--- src/lpm_pkg.sv ---
package lpm_pkg;

    // Operating modes of the power controller
    typedef enum logic [2:0]
    {
        ST_RUN      = 3'b000,
        ST_SLEEP    = 3'b001,
        ST_SW_STBY  = 3'b010,
        ST_OSC_WAIT = 3'b011,
        ST_HW_STBY  = 3'b100,
        ST_RESET    = 3'b101
    } lpm_state_type;

    // Edge encodings of the irq edge select field, two bits per pin
    localparam logic [1:0] IRQ_EDGE_FALL = 2'h1;
    localparam logic [1:0] IRQ_EDGE_RISE = 2'h2;
    localparam logic [1:0] IRQ_EDGE_BOTH = 2'h3;

    // Sense select: 1 means edge sensing, 0 means low level
    localparam logic       IRQ_SENSE_EDGE = 1'h1;

    // Nmi edge select: 0 falling, 1 rising
    localparam logic       NMI_EDGE_RISE = 1'h1;

    // Watchdog base overflow period in cycles, scaled by 2**clock select
    localparam int         WDT_BASE_CYCLES = 256;
    localparam int         WAIT_CNT_W      = 24;

    // Module standby bits: three serial units, multifunction timer,
    // motor timer, compare timer, two converters; all stopped after reset
    localparam int         MSTOP_COUNT = 8;
    localparam logic [7:0] MSTOP_RESET = 8'hFF;

    localparam int         IRQ_COUNT = 4;

endpackage : lpm_pkg

--- src/low_power_mode_controller.sv ---
`timescale 1ns/10ps
// Summary of operation
// Sleep instruction with standby select 0 halts CPU only; peripherals run.
// Transfer controller and trace debugger make no data accesses in sleep.
// Power-on reset from pin or watchdog ends sleep; release starts reset.
// Manual reset pin low with power-on pin high, or watchdog, ends sleep.
// Hardware standby pin low enters hardware standby from every mode.
// Sleep with standby select 1 stops CPU, peripherals and oscillator.
// Port float select chooses held or high impedance pins in software standby.
// Selected nmi edge restarts oscillator, clocking only the watchdog.
// After watchdog overflow, clock whole chip, leave standby, start exception.
// Software sets watchdog clock select longer than oscillator settling.
// Nmi pin level at entry opposes wake edge level at restart.
// Power-on reset pin low in software standby restarts clock chip-wide.
// Irq edge wakes only with irq wake enable set; watchdog-timed exit.
// Software sets wake irq priority above CPU interrupt mask.
// Falling or both sensing wakes on fall, rising on rise; no level.
// Irq pin level at entry opposes wake edge level at restart.
// Hardware standby holds every function in reset and stopped.
// Software clears ram enable first; boot mode pins stay unchanged.
// Standby pin rising with reset low enters reset, starts oscillator.
// Module stop bit applies or clears at end of current bus cycle.
// Serial, timer and converter modules sit in module standby after reset.
// Register access blocked to a module in module standby.
// Only the CPU writes the module stop control bits.
// Software disables a module's interrupts before stopping it.
// State machine; hardware standby pin outranks all other conditions.
module low_power_mode_controller
    import lpm_pkg::*;
#(
    parameter int WAIT_BASE = WDT_BASE_CYCLES,
    parameter int NMOD      = MSTOP_COUNT
) (
    // Clock and reset
    input  wire logic                   i_clk,
    input  wire logic                   i_rst_n,
    // External pins, asynchronous
    input  wire logic                   i_power_on_reset_pin_n,
    input  wire logic                   i_manual_reset_pin_n,
    input  wire logic                   i_hw_standby_pin_n,
    input  wire logic                   i_nmi_pin,
    input  wire logic [IRQ_COUNT-1:0]   i_irq_pin_n,
    // CPU and watchdog events
    input  wire logic                   i_sleep_exec,
    input  wire logic                   i_wdt_por,
    input  wire logic                   i_wdt_manual_reset_pin,
    // Configuration bits
    input  wire logic                   i_standby_select,
    input  wire logic                   i_port_float_select,
    input  wire logic                   i_nmi_edge_select,
    input  wire logic                   i_irq_wake_enable,
    input  wire logic [IRQ_COUNT-1:0]   i_irq_sense_select,
    input  wire logic [2*IRQ_COUNT-1:0] i_irq_edge_select,
    input  wire logic [2:0]             i_watchdog_clock_select,
    // Module stop control
    input  wire logic                   i_module_stop_wr,
    input  wire logic [NMOD-1:0]        i_module_stop_wdata,
    input  wire logic                   i_bus_cycle_end,
    input  wire logic [NMOD-1:0]        i_module_access_req,
    // Mode outputs
    output logic [2:0]                  o_mode,
    output logic                        o_cpu_halt,
    output logic                        o_periph_stop,
    output logic                        o_osc_enable,
    output logic                        o_wdt_clock_only,
    output logic                        o_chip_clock_en,
    output logic                        o_port_hiz,
    output logic                        o_chip_reset,
    output logic                        o_por_reset,
    output logic                        o_manual_reset,
    output logic                        o_sleep_dma_block,
    // Exception requests
    output logic                        o_nmi_exception,
    output logic                        o_irq_exception,
    output logic [IRQ_COUNT-1:0]        o_irq_wake_source,
    // Module standby
    output logic [NMOD-1:0]             o_module_stop,
    output logic [NMOD-1:0]             o_module_access_grant
);

    localparam int NPIN = 4 + IRQ_COUNT;

    lpm_state_type          state_q;
    lpm_state_type          state_d;
    logic [NPIN-1:0]        pin_meta_q;
    logic [NPIN-1:0]        pin_sync_q;
    logic [NPIN-1:0]        pin_prev_q;
    logic [2:0]             cks_q;
    logic                   hiz_sel_q;
    logic                   wake_nmi_q;
    logic [IRQ_COUNT-1:0]   wake_irq_q;
    logic [WAIT_CNT_W-1:0]  wait_cnt_q;
    logic [WAIT_CNT_W-1:0]  wait_target;
    logic                   wait_done;
    logic                   por_pin_n;
    logic                   manual_reset_pin_pin_n;
    logic                   hw_standby_pin_pin_n;
    logic                   nmi_now;
    logic                   nmi_before;
    logic [IRQ_COUNT-1:0]   irq_now_n;
    logic [IRQ_COUNT-1:0]   irq_before_n;
    logic                   por_active;
    logic                   manual_reset_pin_active;
    logic                   nmi_wake;
    logic [IRQ_COUNT-1:0]   irq_fall;
    logic [IRQ_COUNT-1:0]   irq_rise;
    logic [IRQ_COUNT-1:0]   irq_wake;
    logic                   in_sw_stby;
    logic                   enter_wait;
    logic                   leave_wait;

    // Two-stage synchronisers; the second stage and a third, previous-value stage for edge detection feed logic
    always_ff @(posedge i_clk or negedge i_rst_n)
    begin
        if (!i_rst_n)
        begin
            pin_meta_q <= {{(NPIN-1){1'h1}}, 1'h0}; // Power-on pin reads asserted until the real level arrives
            pin_sync_q <= {{(NPIN-1){1'h1}}, 1'h0};
            pin_prev_q <= {NPIN{1'h1}};
        end
        else
        begin
            pin_meta_q <= {i_irq_pin_n, i_nmi_pin, i_hw_standby_pin_n,
                           i_manual_reset_pin_n, i_power_on_reset_pin_n};
            pin_sync_q <= pin_meta_q;
            pin_prev_q <= pin_sync_q;
        end
    end

    // Named views of the synchronised pins
    assign por_pin_n    = pin_sync_q[0];
    assign manual_reset_pin_pin_n   = pin_sync_q[1];
    assign hw_standby_pin_pin_n  = pin_sync_q[2];
    assign nmi_now      = pin_sync_q[3];
    assign nmi_before   = pin_prev_q[3];
    assign irq_now_n    = pin_sync_q[NPIN-1:4];
    assign irq_before_n = pin_prev_q[NPIN-1:4];

    // Reset causes; manual reset pin counts only while power-on pin is high, watchdog manual reset always
    assign por_active  = ~por_pin_n | i_wdt_por;
    assign manual_reset_pin_active = (por_pin_n & ~manual_reset_pin_pin_n) | i_wdt_manual_reset_pin;

    // Nmi wake edge follows the nmi edge select bit
    assign nmi_wake = (i_nmi_edge_select == NMI_EDGE_RISE) ? (nmi_now & ~nmi_before)
                                                          : (~nmi_now & nmi_before);

    // Irq wake: edge sensing only, both-edge setting starts on the fall
    assign irq_fall = ~irq_now_n & irq_before_n;
    assign irq_rise = irq_now_n & ~irq_before_n;
    genvar g;
    generate
        for (g = 0; g < IRQ_COUNT; g++)
        begin : g_irq
            logic [1:0] esel;
            assign esel = i_irq_edge_select[2*g+1:2*g];
            assign irq_wake[g] = i_irq_wake_enable
                               & (i_irq_sense_select[g] == IRQ_SENSE_EDGE)
                               & ((((esel == IRQ_EDGE_FALL) | (esel == IRQ_EDGE_BOTH)) & irq_fall[g])
                                 | ((esel == IRQ_EDGE_RISE) & irq_rise[g]));
        end
    endgenerate

    // Stabilisation wait scales with the clock select caught at entry
    assign wait_target = WAIT_CNT_W'(WAIT_BASE) << cks_q;
    assign wait_done   = (wait_cnt_q == wait_target - WAIT_CNT_W'(1));

    // Next mode; hardware standby pin is checked before anything else
    always_comb
    begin
        state_d = state_q;
        if (!hw_standby_pin_pin_n)
        begin
            state_d = ST_HW_STBY;
        end
        else
        begin
            case (state_q)
                ST_RUN:
                begin
                    if (por_active || manual_reset_pin_active)
                        state_d = ST_RESET;
                    else if (i_sleep_exec)
                        state_d = i_standby_select ? ST_SW_STBY : ST_SLEEP;
                end
                ST_SLEEP:
                begin
                    if (por_active || manual_reset_pin_active)
                        state_d = ST_RESET;
                end
                ST_SW_STBY:
                begin
                    if (por_active)
                        state_d = ST_RESET;
                    else if (nmi_wake || (|irq_wake))
                        state_d = ST_OSC_WAIT;
                end
                ST_OSC_WAIT:
                begin
                    if (por_active)
                        state_d = ST_RESET;
                    else if (wait_done)
                        state_d = ST_RUN;
                end
                ST_HW_STBY:
                begin
                    state_d = ST_RESET;
                end
                ST_RESET:
                begin
                    if (!por_active && !manual_reset_pin_active)
                        state_d = ST_RUN;
                end
                default:
                begin
                    state_d = ST_RESET;
                end
            endcase
        end
    end

    assign in_sw_stby = (state_q == ST_SW_STBY);
    assign enter_wait = in_sw_stby && (state_d == ST_OSC_WAIT);
    assign leave_wait = (state_q == ST_OSC_WAIT) && (state_d == ST_RUN);

    // Mode register and settings caught at standby entry
    always_ff @(posedge i_clk or negedge i_rst_n)
    begin
        if (!i_rst_n)
        begin
            state_q    <= ST_RESET;
            cks_q      <= 3'h0;
            hiz_sel_q  <= 1'h0;
            wake_nmi_q <= 1'h0;
            wake_irq_q <= {IRQ_COUNT{1'h0}};
        end
        else
        begin
            state_q <= state_d;
            if (state_q == ST_RUN && state_d == ST_SW_STBY)
            begin
                cks_q     <= i_watchdog_clock_select;
                hiz_sel_q <= i_port_float_select;
            end
            if (enter_wait)
            begin
                wake_nmi_q <= nmi_wake;
                wake_irq_q <= nmi_wake ? {IRQ_COUNT{1'h0}} : irq_wake;
            end
        end
    end

    // Watchdog overflow counter runs only while waiting
    always_ff @(posedge i_clk or negedge i_rst_n)
    begin
        if (!i_rst_n)
            wait_cnt_q <= {WAIT_CNT_W{1'h0}};
        else if (state_q == ST_OSC_WAIT)
            wait_cnt_q <= wait_cnt_q + WAIT_CNT_W'(1);
        else
            wait_cnt_q <= {WAIT_CNT_W{1'h0}};
    end

    // Registered mode outputs, decoded from the next mode so they track it
    always_ff @(posedge i_clk or negedge i_rst_n)
    begin
        if (!i_rst_n)
        begin
            o_mode            <= ST_RESET;
            o_cpu_halt        <= 1'h1;
            o_periph_stop     <= 1'h0;
            o_osc_enable      <= 1'h1;
            o_wdt_clock_only  <= 1'h0;
            o_chip_clock_en   <= 1'h1;
            o_port_hiz        <= 1'h0;
            o_chip_reset      <= 1'h0;
            o_por_reset       <= 1'h1;
            o_manual_reset    <= 1'h0;
            o_sleep_dma_block <= 1'h0;
            o_nmi_exception   <= 1'h0;
            o_irq_exception   <= 1'h0;
            o_irq_wake_source <= {IRQ_COUNT{1'h0}};
        end
        else
        begin
            o_mode            <= state_d;
            o_cpu_halt        <= (state_d != ST_RUN);
            o_periph_stop     <= (state_d inside {ST_SW_STBY, ST_OSC_WAIT, ST_HW_STBY});
            o_osc_enable      <= !(state_d inside {ST_SW_STBY, ST_HW_STBY});
            o_wdt_clock_only  <= (state_d == ST_OSC_WAIT);
            o_chip_clock_en   <= (state_d inside {ST_RUN, ST_SLEEP, ST_RESET});
            o_port_hiz        <= (state_d inside {ST_SW_STBY, ST_OSC_WAIT}) &
                                 ((state_q == ST_RUN) ? i_port_float_select : hiz_sel_q);
            o_chip_reset      <= (state_d == ST_HW_STBY);
            o_por_reset       <= (state_d == ST_RESET) & (por_active | ~hw_standby_pin_pin_n);
            o_manual_reset    <= (state_d == ST_RESET) & ~por_active & manual_reset_pin_active;
            o_sleep_dma_block <= (state_d == ST_SLEEP);
            o_nmi_exception   <= leave_wait & wake_nmi_q;
            o_irq_exception   <= leave_wait & ~wake_nmi_q;
            o_irq_wake_source <= leave_wait ? wake_irq_q : {IRQ_COUNT{1'h0}};
        end
    end

    // Per-module stop bits; hardware standby forces them to reset values
    generate
        for (g = 0; g < NMOD; g++)
        begin : g_mstop
            module_stop_gate #(
                .RESET_VAL (MSTOP_RESET[g])
            ) u_gate (
                .i_clk        (i_clk),
                .i_rst_n      (i_rst_n),
                .i_force_reset(state_d == ST_HW_STBY),
                .i_wr         (i_module_stop_wr),
                .i_wdata      (i_module_stop_wdata[g]),
                .i_bus_end    (i_bus_cycle_end),
                .i_access_req (i_module_access_req[g]),
                .o_stop       (o_module_stop[g]),
                .o_grant      (o_module_access_grant[g])
            );
        end
    endgenerate

    property p_hw_priority;
        @(posedge i_clk) disable iff (!i_rst_n)
        !hw_standby_pin_pin_n |=> (state_q == ST_HW_STBY) && o_chip_reset;
    endproperty
    a_hw_priority: assert property (p_hw_priority) else $error("standby pin not obeyed");

    property p_sleep_entry;
        @(posedge i_clk) disable iff (!i_rst_n)
        (state_q == ST_RUN) && i_sleep_exec && !i_standby_select && hw_standby_pin_pin_n
            && !por_active && !manual_reset_pin_active
        |=> (state_q == ST_SLEEP) && o_cpu_halt && !o_periph_stop && o_chip_clock_en;
    endproperty
    a_sleep_entry: assert property (p_sleep_entry) else $error("bad sleep entry");

    property p_sw_entry;
        @(posedge i_clk) disable iff (!i_rst_n)
        (state_q == ST_RUN) && i_sleep_exec && i_standby_select && hw_standby_pin_pin_n
            && !por_active && !manual_reset_pin_active
        |=> (state_q == ST_SW_STBY) && !o_osc_enable && o_periph_stop;
    endproperty
    a_sw_entry: assert property (p_sw_entry) else $error("bad standby entry");

    property p_sleep_por;
        @(posedge i_clk) disable iff (!i_rst_n)
        (state_q == ST_SLEEP) && hw_standby_pin_pin_n && por_active |=> (state_q == ST_RESET) && o_por_reset;
    endproperty
    a_sleep_por: assert property (p_sleep_por) else $error("sleep not ended by reset");

    property p_sw_por;
        @(posedge i_clk) disable iff (!i_rst_n)
        in_sw_stby && hw_standby_pin_pin_n && por_active |=> o_chip_clock_en && o_osc_enable;
    endproperty
    a_sw_por: assert property (p_sw_por) else $error("reset did not restart clock");

    property p_wake_wdt_only;
        @(posedge i_clk) disable iff (!i_rst_n)
        enter_wait |=> o_wdt_clock_only && !o_chip_clock_en && !o_nmi_exception;
    endproperty
    a_wake_wdt_only: assert property (p_wake_wdt_only) else $error("wake clock reached chip");

    property p_irq_gated;
        @(posedge i_clk) disable iff (!i_rst_n)
        in_sw_stby && !i_irq_wake_enable && !nmi_wake |=> (state_q != ST_OSC_WAIT);
    endproperty
    a_irq_gated: assert property (p_irq_gated) else $error("irq woke while disabled");

    property p_wait_length;
        @(posedge i_clk) disable iff (!i_rst_n)
        leave_wait |-> (wait_cnt_q == (WAIT_CNT_W'(WAIT_BASE) << cks_q) - WAIT_CNT_W'(1))
            ##1 (o_nmi_exception ^ o_irq_exception) && o_chip_clock_en;
    endproperty
    a_wait_length: assert property (p_wait_length) else $error("overflow exit mistimed");

    property p_hw_exit;
        @(posedge i_clk) disable iff (!i_rst_n)
        (state_q == ST_HW_STBY) && hw_standby_pin_pin_n |=> (state_q == ST_RESET) && o_osc_enable;
    endproperty
    a_hw_exit: assert property (p_hw_exit) else $error("standby release not to reset");

endmodule : low_power_mode_controller

--- src/module_stop_gate.sv ---
`timescale 1ns/10ps
// One peripheral's stop bit: request taken at bus cycle end, access gate
module module_stop_gate #(
    parameter logic RESET_VAL = 1'h1
) (
    // Clock and reset
    input  wire logic i_clk,
    input  wire logic i_rst_n,
    // Control
    input  wire logic i_force_reset,
    input  wire logic i_wr,
    input  wire logic i_wdata,
    input  wire logic i_bus_end,
    input  wire logic i_access_req,
    // Status
    output logic      o_stop,
    output logic      o_grant
);

    logic pend_q;
    logic stop_q;
    logic grant_q;
    logic pend_d;
    logic stop_d;

    // A write is held until the bus cycle ends, then applied
    assign pend_d = i_force_reset ? RESET_VAL : (i_wr ? i_wdata : pend_q);
    assign stop_d = i_force_reset ? RESET_VAL : (i_bus_end ? pend_d : stop_q);

    // Registers stay short; reset value puts the module in standby
    always_ff @(posedge i_clk or negedge i_rst_n)
    begin
        if (!i_rst_n)
        begin
            pend_q  <= RESET_VAL;
            stop_q  <= RESET_VAL;
            grant_q <= 1'h0;
        end
        else
        begin
            pend_q  <= pend_d;
            stop_q  <= stop_d;
            grant_q <= i_access_req & ~stop_d;
        end
    end

    assign o_stop  = stop_q;
    assign o_grant = grant_q;

    property p_no_grant_stopped;
        @(posedge i_clk) disable iff (!i_rst_n)
        o_stop |-> !o_grant;
    endproperty
    a_no_grant_stopped: assert property (p_no_grant_stopped) else $error("grant while stopped");

endmodule : module_stop_gate

--- config.mk ---
export PLATFORM = sky130hd
export DESIGN_NAME = low_power_mode_controller
export DESIGN_NICKNAME = d
export VERILOG_FILES = /design/src/lpm_pkg.sv /design/src/low_power_mode_controller.sv /design/src/module_stop_gate.sv
export SDC_FILE = /design/constraint.sdc
export NUM_CORES = 1
export LEC_CHECK = 0
export BUFFER_PORTS_ARGS = -buffer_cell sky130_fd_sc_hd__buf_2
export CAP_MARGIN = 5
export CORE_MARGIN = 10
export CORE_UTILIZATION = 37
export DETAILED_ROUTE_END_ITERATION = 16
export PLACE_DENSITY_LB_ADDON = 0.1
export SLEW_MARGIN = 0
export SYNTH_ARGS = -nofsm -noshare
export SYNTH_HDL_FRONTEND = slang
export SYNTH_SLANG_ARGS = --single-unit
--- constraint.sdc ---
create_clock -name i_clk -period 4.8 [get_ports i_clk]
set_input_delay 0.24 -clock i_clk [delete_from_list [all_inputs] [get_ports i_clk]]
set_output_delay 0.24 -clock i_clk [all_outputs]
set_load 0.01 [all_outputs]
==> flow_summary.ini <==
[pwr]
leakage_nw = 2.346
peakVddDrop_mv = 0.1847
power_density_nw_per_um2 = 341.1

[clock_network]
clock_sinks = 97
max-clock-path-buffers = 2
cts_tree = built
clk_pin_slew_ps = 70
clock_latency_ps = 340
htreeDepth = 3
post-cts-setup-buffers = 0
cts_buffers = 9
cts_hold_buf = 9
cts-resized-gates = 0
root_buffer = clkbuf_16

[floorplanning]
core_area_um2 = 11420
die_h_um = 127.8
ioPinCount = 85
die_w_um = 127.8
initial_core_util = 0.3763
die_area_um2 = 16320
rows = 39

[worst_setup_path]
critPathLaunchType = register
crit_family = simple AND/OR/NAND/NOR gates
crit_buf_inv = 0
arrival_ps = 3650
critPathKind = reg2reg
max_stage_delay_ps = 550
slowest_stage = or4b_4
crit_chain = or3_1, ha_1, xor2_2, or4b_4, a2111oi_4, a41o_1, nand2b_1, or2_1
crit_cells = 8
r2r_cells = 8
cp.required_ps = 5070
cp_max_fo = 13
endpoint_kind = register

[detailed_routing]
drt-initial-drc-count = 141
viasPerCell = 4.825
routed_wl_um = 9661
wl_per_cell_um = 16.13
antenna_left = 0
vias = 2890
drc = 0
first_pass_iters = 4

[global_routing]
met3_usage = 0.03474
grt_max_degree = 62
busiest_layer = met2
grt_pass1_wl_um = 15680
antenna_found_initial = 0
grt_usage = 0.1198
met2_usage = 0.1804
overflow = 0
grt_pass1_vias = 3015
grtUsageMet1 = 0.1567

[final_layout]
drive_gt1_frac = 0.3487
layout_commonest_cell = buf_2
final_cells = 599
area_delta_synth_final_pct = 19.04
layout_common_cells = buf_2 (83), dfrtp_1 (56), nand2_1 (46), dfstp_2 (41), nor2_1 (39)
final_nets = 503
antennaDiodeCount = 0

[sta]
setup_tns_ps = 0
setup_violations = 0
period_share = 0.7042
min_period_ps = 3380
finalHoldViolations = 0
relSlewSlack = 0.5062
skew_ps = 7.937
hold_slack_ps = 137.6
timing.fmax_ghz = 0.2959
worst_pin_slew_ps = 740.7
rsz0062_at_grt = no
slew_viol_final = 0

[placement]
gp_congestion = 0.7482
dp_cells = 574
place_hpwl_um = 6970
numPortBuffers = 84

[yosys]
synth_area_leaders = dfrtp_1 (33%), dfstp_2 (25%), nand2_1 (4.0%)
async_flop_share = 1.000
synth-edff-count = 0
syn_nets = 432
synth_cell_type_count = 53
synth.avg_cell_area_um2 = 11.31
yosysSeqAreaShare = 0.5769
yosys.area.top_type_share = 0.3262
synth_seq_cells = 97
synthCells = 380
netlist_area_um2 = 4297
ys_warn_count = 0
yosys_most_used_dff = dfrtp_1
yosys.area.top_type = dfrtp_1

[worst_hold_path]
hp-class = in2reg
holdPathStages = 2

[outcome]
status = finished clean

[flow_run]
maxCapViolCount = 0
per-layer routing:
layer  up-vias  wire (µm)
li1       1422          -
met1      1403       4605
met3        10        468
met5         -          0
met4         0        169
met2        55       4417
flip-flops by register name, indices dropped and copies added (netlist names), 3 cells and up:
register	count
cks_q	3
g_mstop.u_gate.o_grant	8
g_mstop.u_gate.o_stop	8
g_mstop.u_gate.pend_q	8
o_irq_wake_source	4
o_mode	3
pin_meta_q	8
pin_prev_q	5
pin_sync_q	8
wait_cnt_q	24
wake_irq_q	4
layout make-up:
type	instances	area [µm²]
clock buffer	11	252.7
sequential	97	2479
tap	143	178.9
fill	1098	6304
timing repair buffer	94	520.5
clock inverter	5	77.57
multi-input combinational	242	1580
inverter	7	26.28
synthesized netlist by cell type (all sizes together) (2+ instances only):
master	instances
nand4	7
nor3	10
and3b	4
dfstp	41
nor4bb	5
nand2b	8
mux2i	9
buf	21
clkbuf	13
a21oi	2
mux2	10
o21ai	12
or3	2
xnor2	6
a211oi	2
nor2	39
nor4	2
xor2	20
and4	3
and3	15
nand3b	2
or2	2
dfrtp	56
nand3	10
nand2	46
o211ai	5
and2	4
ha	2
inv	7
worst register-to-register path, delay by kind of cell, from the launching register on:
kind | cells | cell delay (ps)
xor+xnor | 1 | 200
flops | 1 | 520
fa+ha+maj | 1 | 330
compound gates | 2 | 690
simple gates | 4 | 1580
metrics by stage:
| stage | util | instance area [µm²] | setup slack, ps | total power [mW] |
|---|---|---|---|---|
| after floorplan | - | 4297 | 1714 | 0.9186 |
| after global placement | 0.4111 | 4695 | 1518 | 0.9679 |
| after CTS | 0.4480 | 5115 | 1435 | 1.772 |
| after global routing | 0.4480 | 5115 | 1248 | 1.812 |
| after detailed placement | 0.4111 | 4695 | 1451 | 0.9689 |
| final | 0.4480 | 5115 | 1420 | 1.745 |
logic make-up after synthesis:
group,Yosys count,share of synthesized area
AND/OR/NAND/NOR,165,0.2082
flip-flops,97,0.5769
buffers and inverters,41,0.05533
AO/OA/AOI/OAI,30,0.05184
XOR/XNOR,26,0.05475
multiplexers,19,0.04717
adder cells (fa/ha/maj),2,0.005823
final timing paths:
kind	from	to	slack (ps)
worst max-delay path	cks_q[2]	o_cpu_halt	1420
worst min-delay path	i_module_access_req[4]	g_mstop[4].u_gate.o_grant	140
worst max register to register	cks_q[2]	o_cpu_halt	1420
worst min register to register	pin_meta_q[0]	pin_sync_q[0]	360
max in group asynchronous	i_rst_n	o_manual_reset	3300
min in group asynchronous	i_rst_n	wait_cnt_q[10]	390
report_power, final:
| group | leakage [nW] | switching (mW) | internal [mW] | total [mW] |
|---|---|---|---|---|
| registers | 1.20 | 0.0128 | 0.853 | 0.865 |
| logic | 0.981 | 0.0524 | 0.0398 | 0.0922 |
| clock network | 0.162 | 0.304 | 0.483 | 0.787 |
| total | 2.35 | 0.369 | 1.38 | 1.74 |
Note: power is estimated with default switching activity, not from simulation.
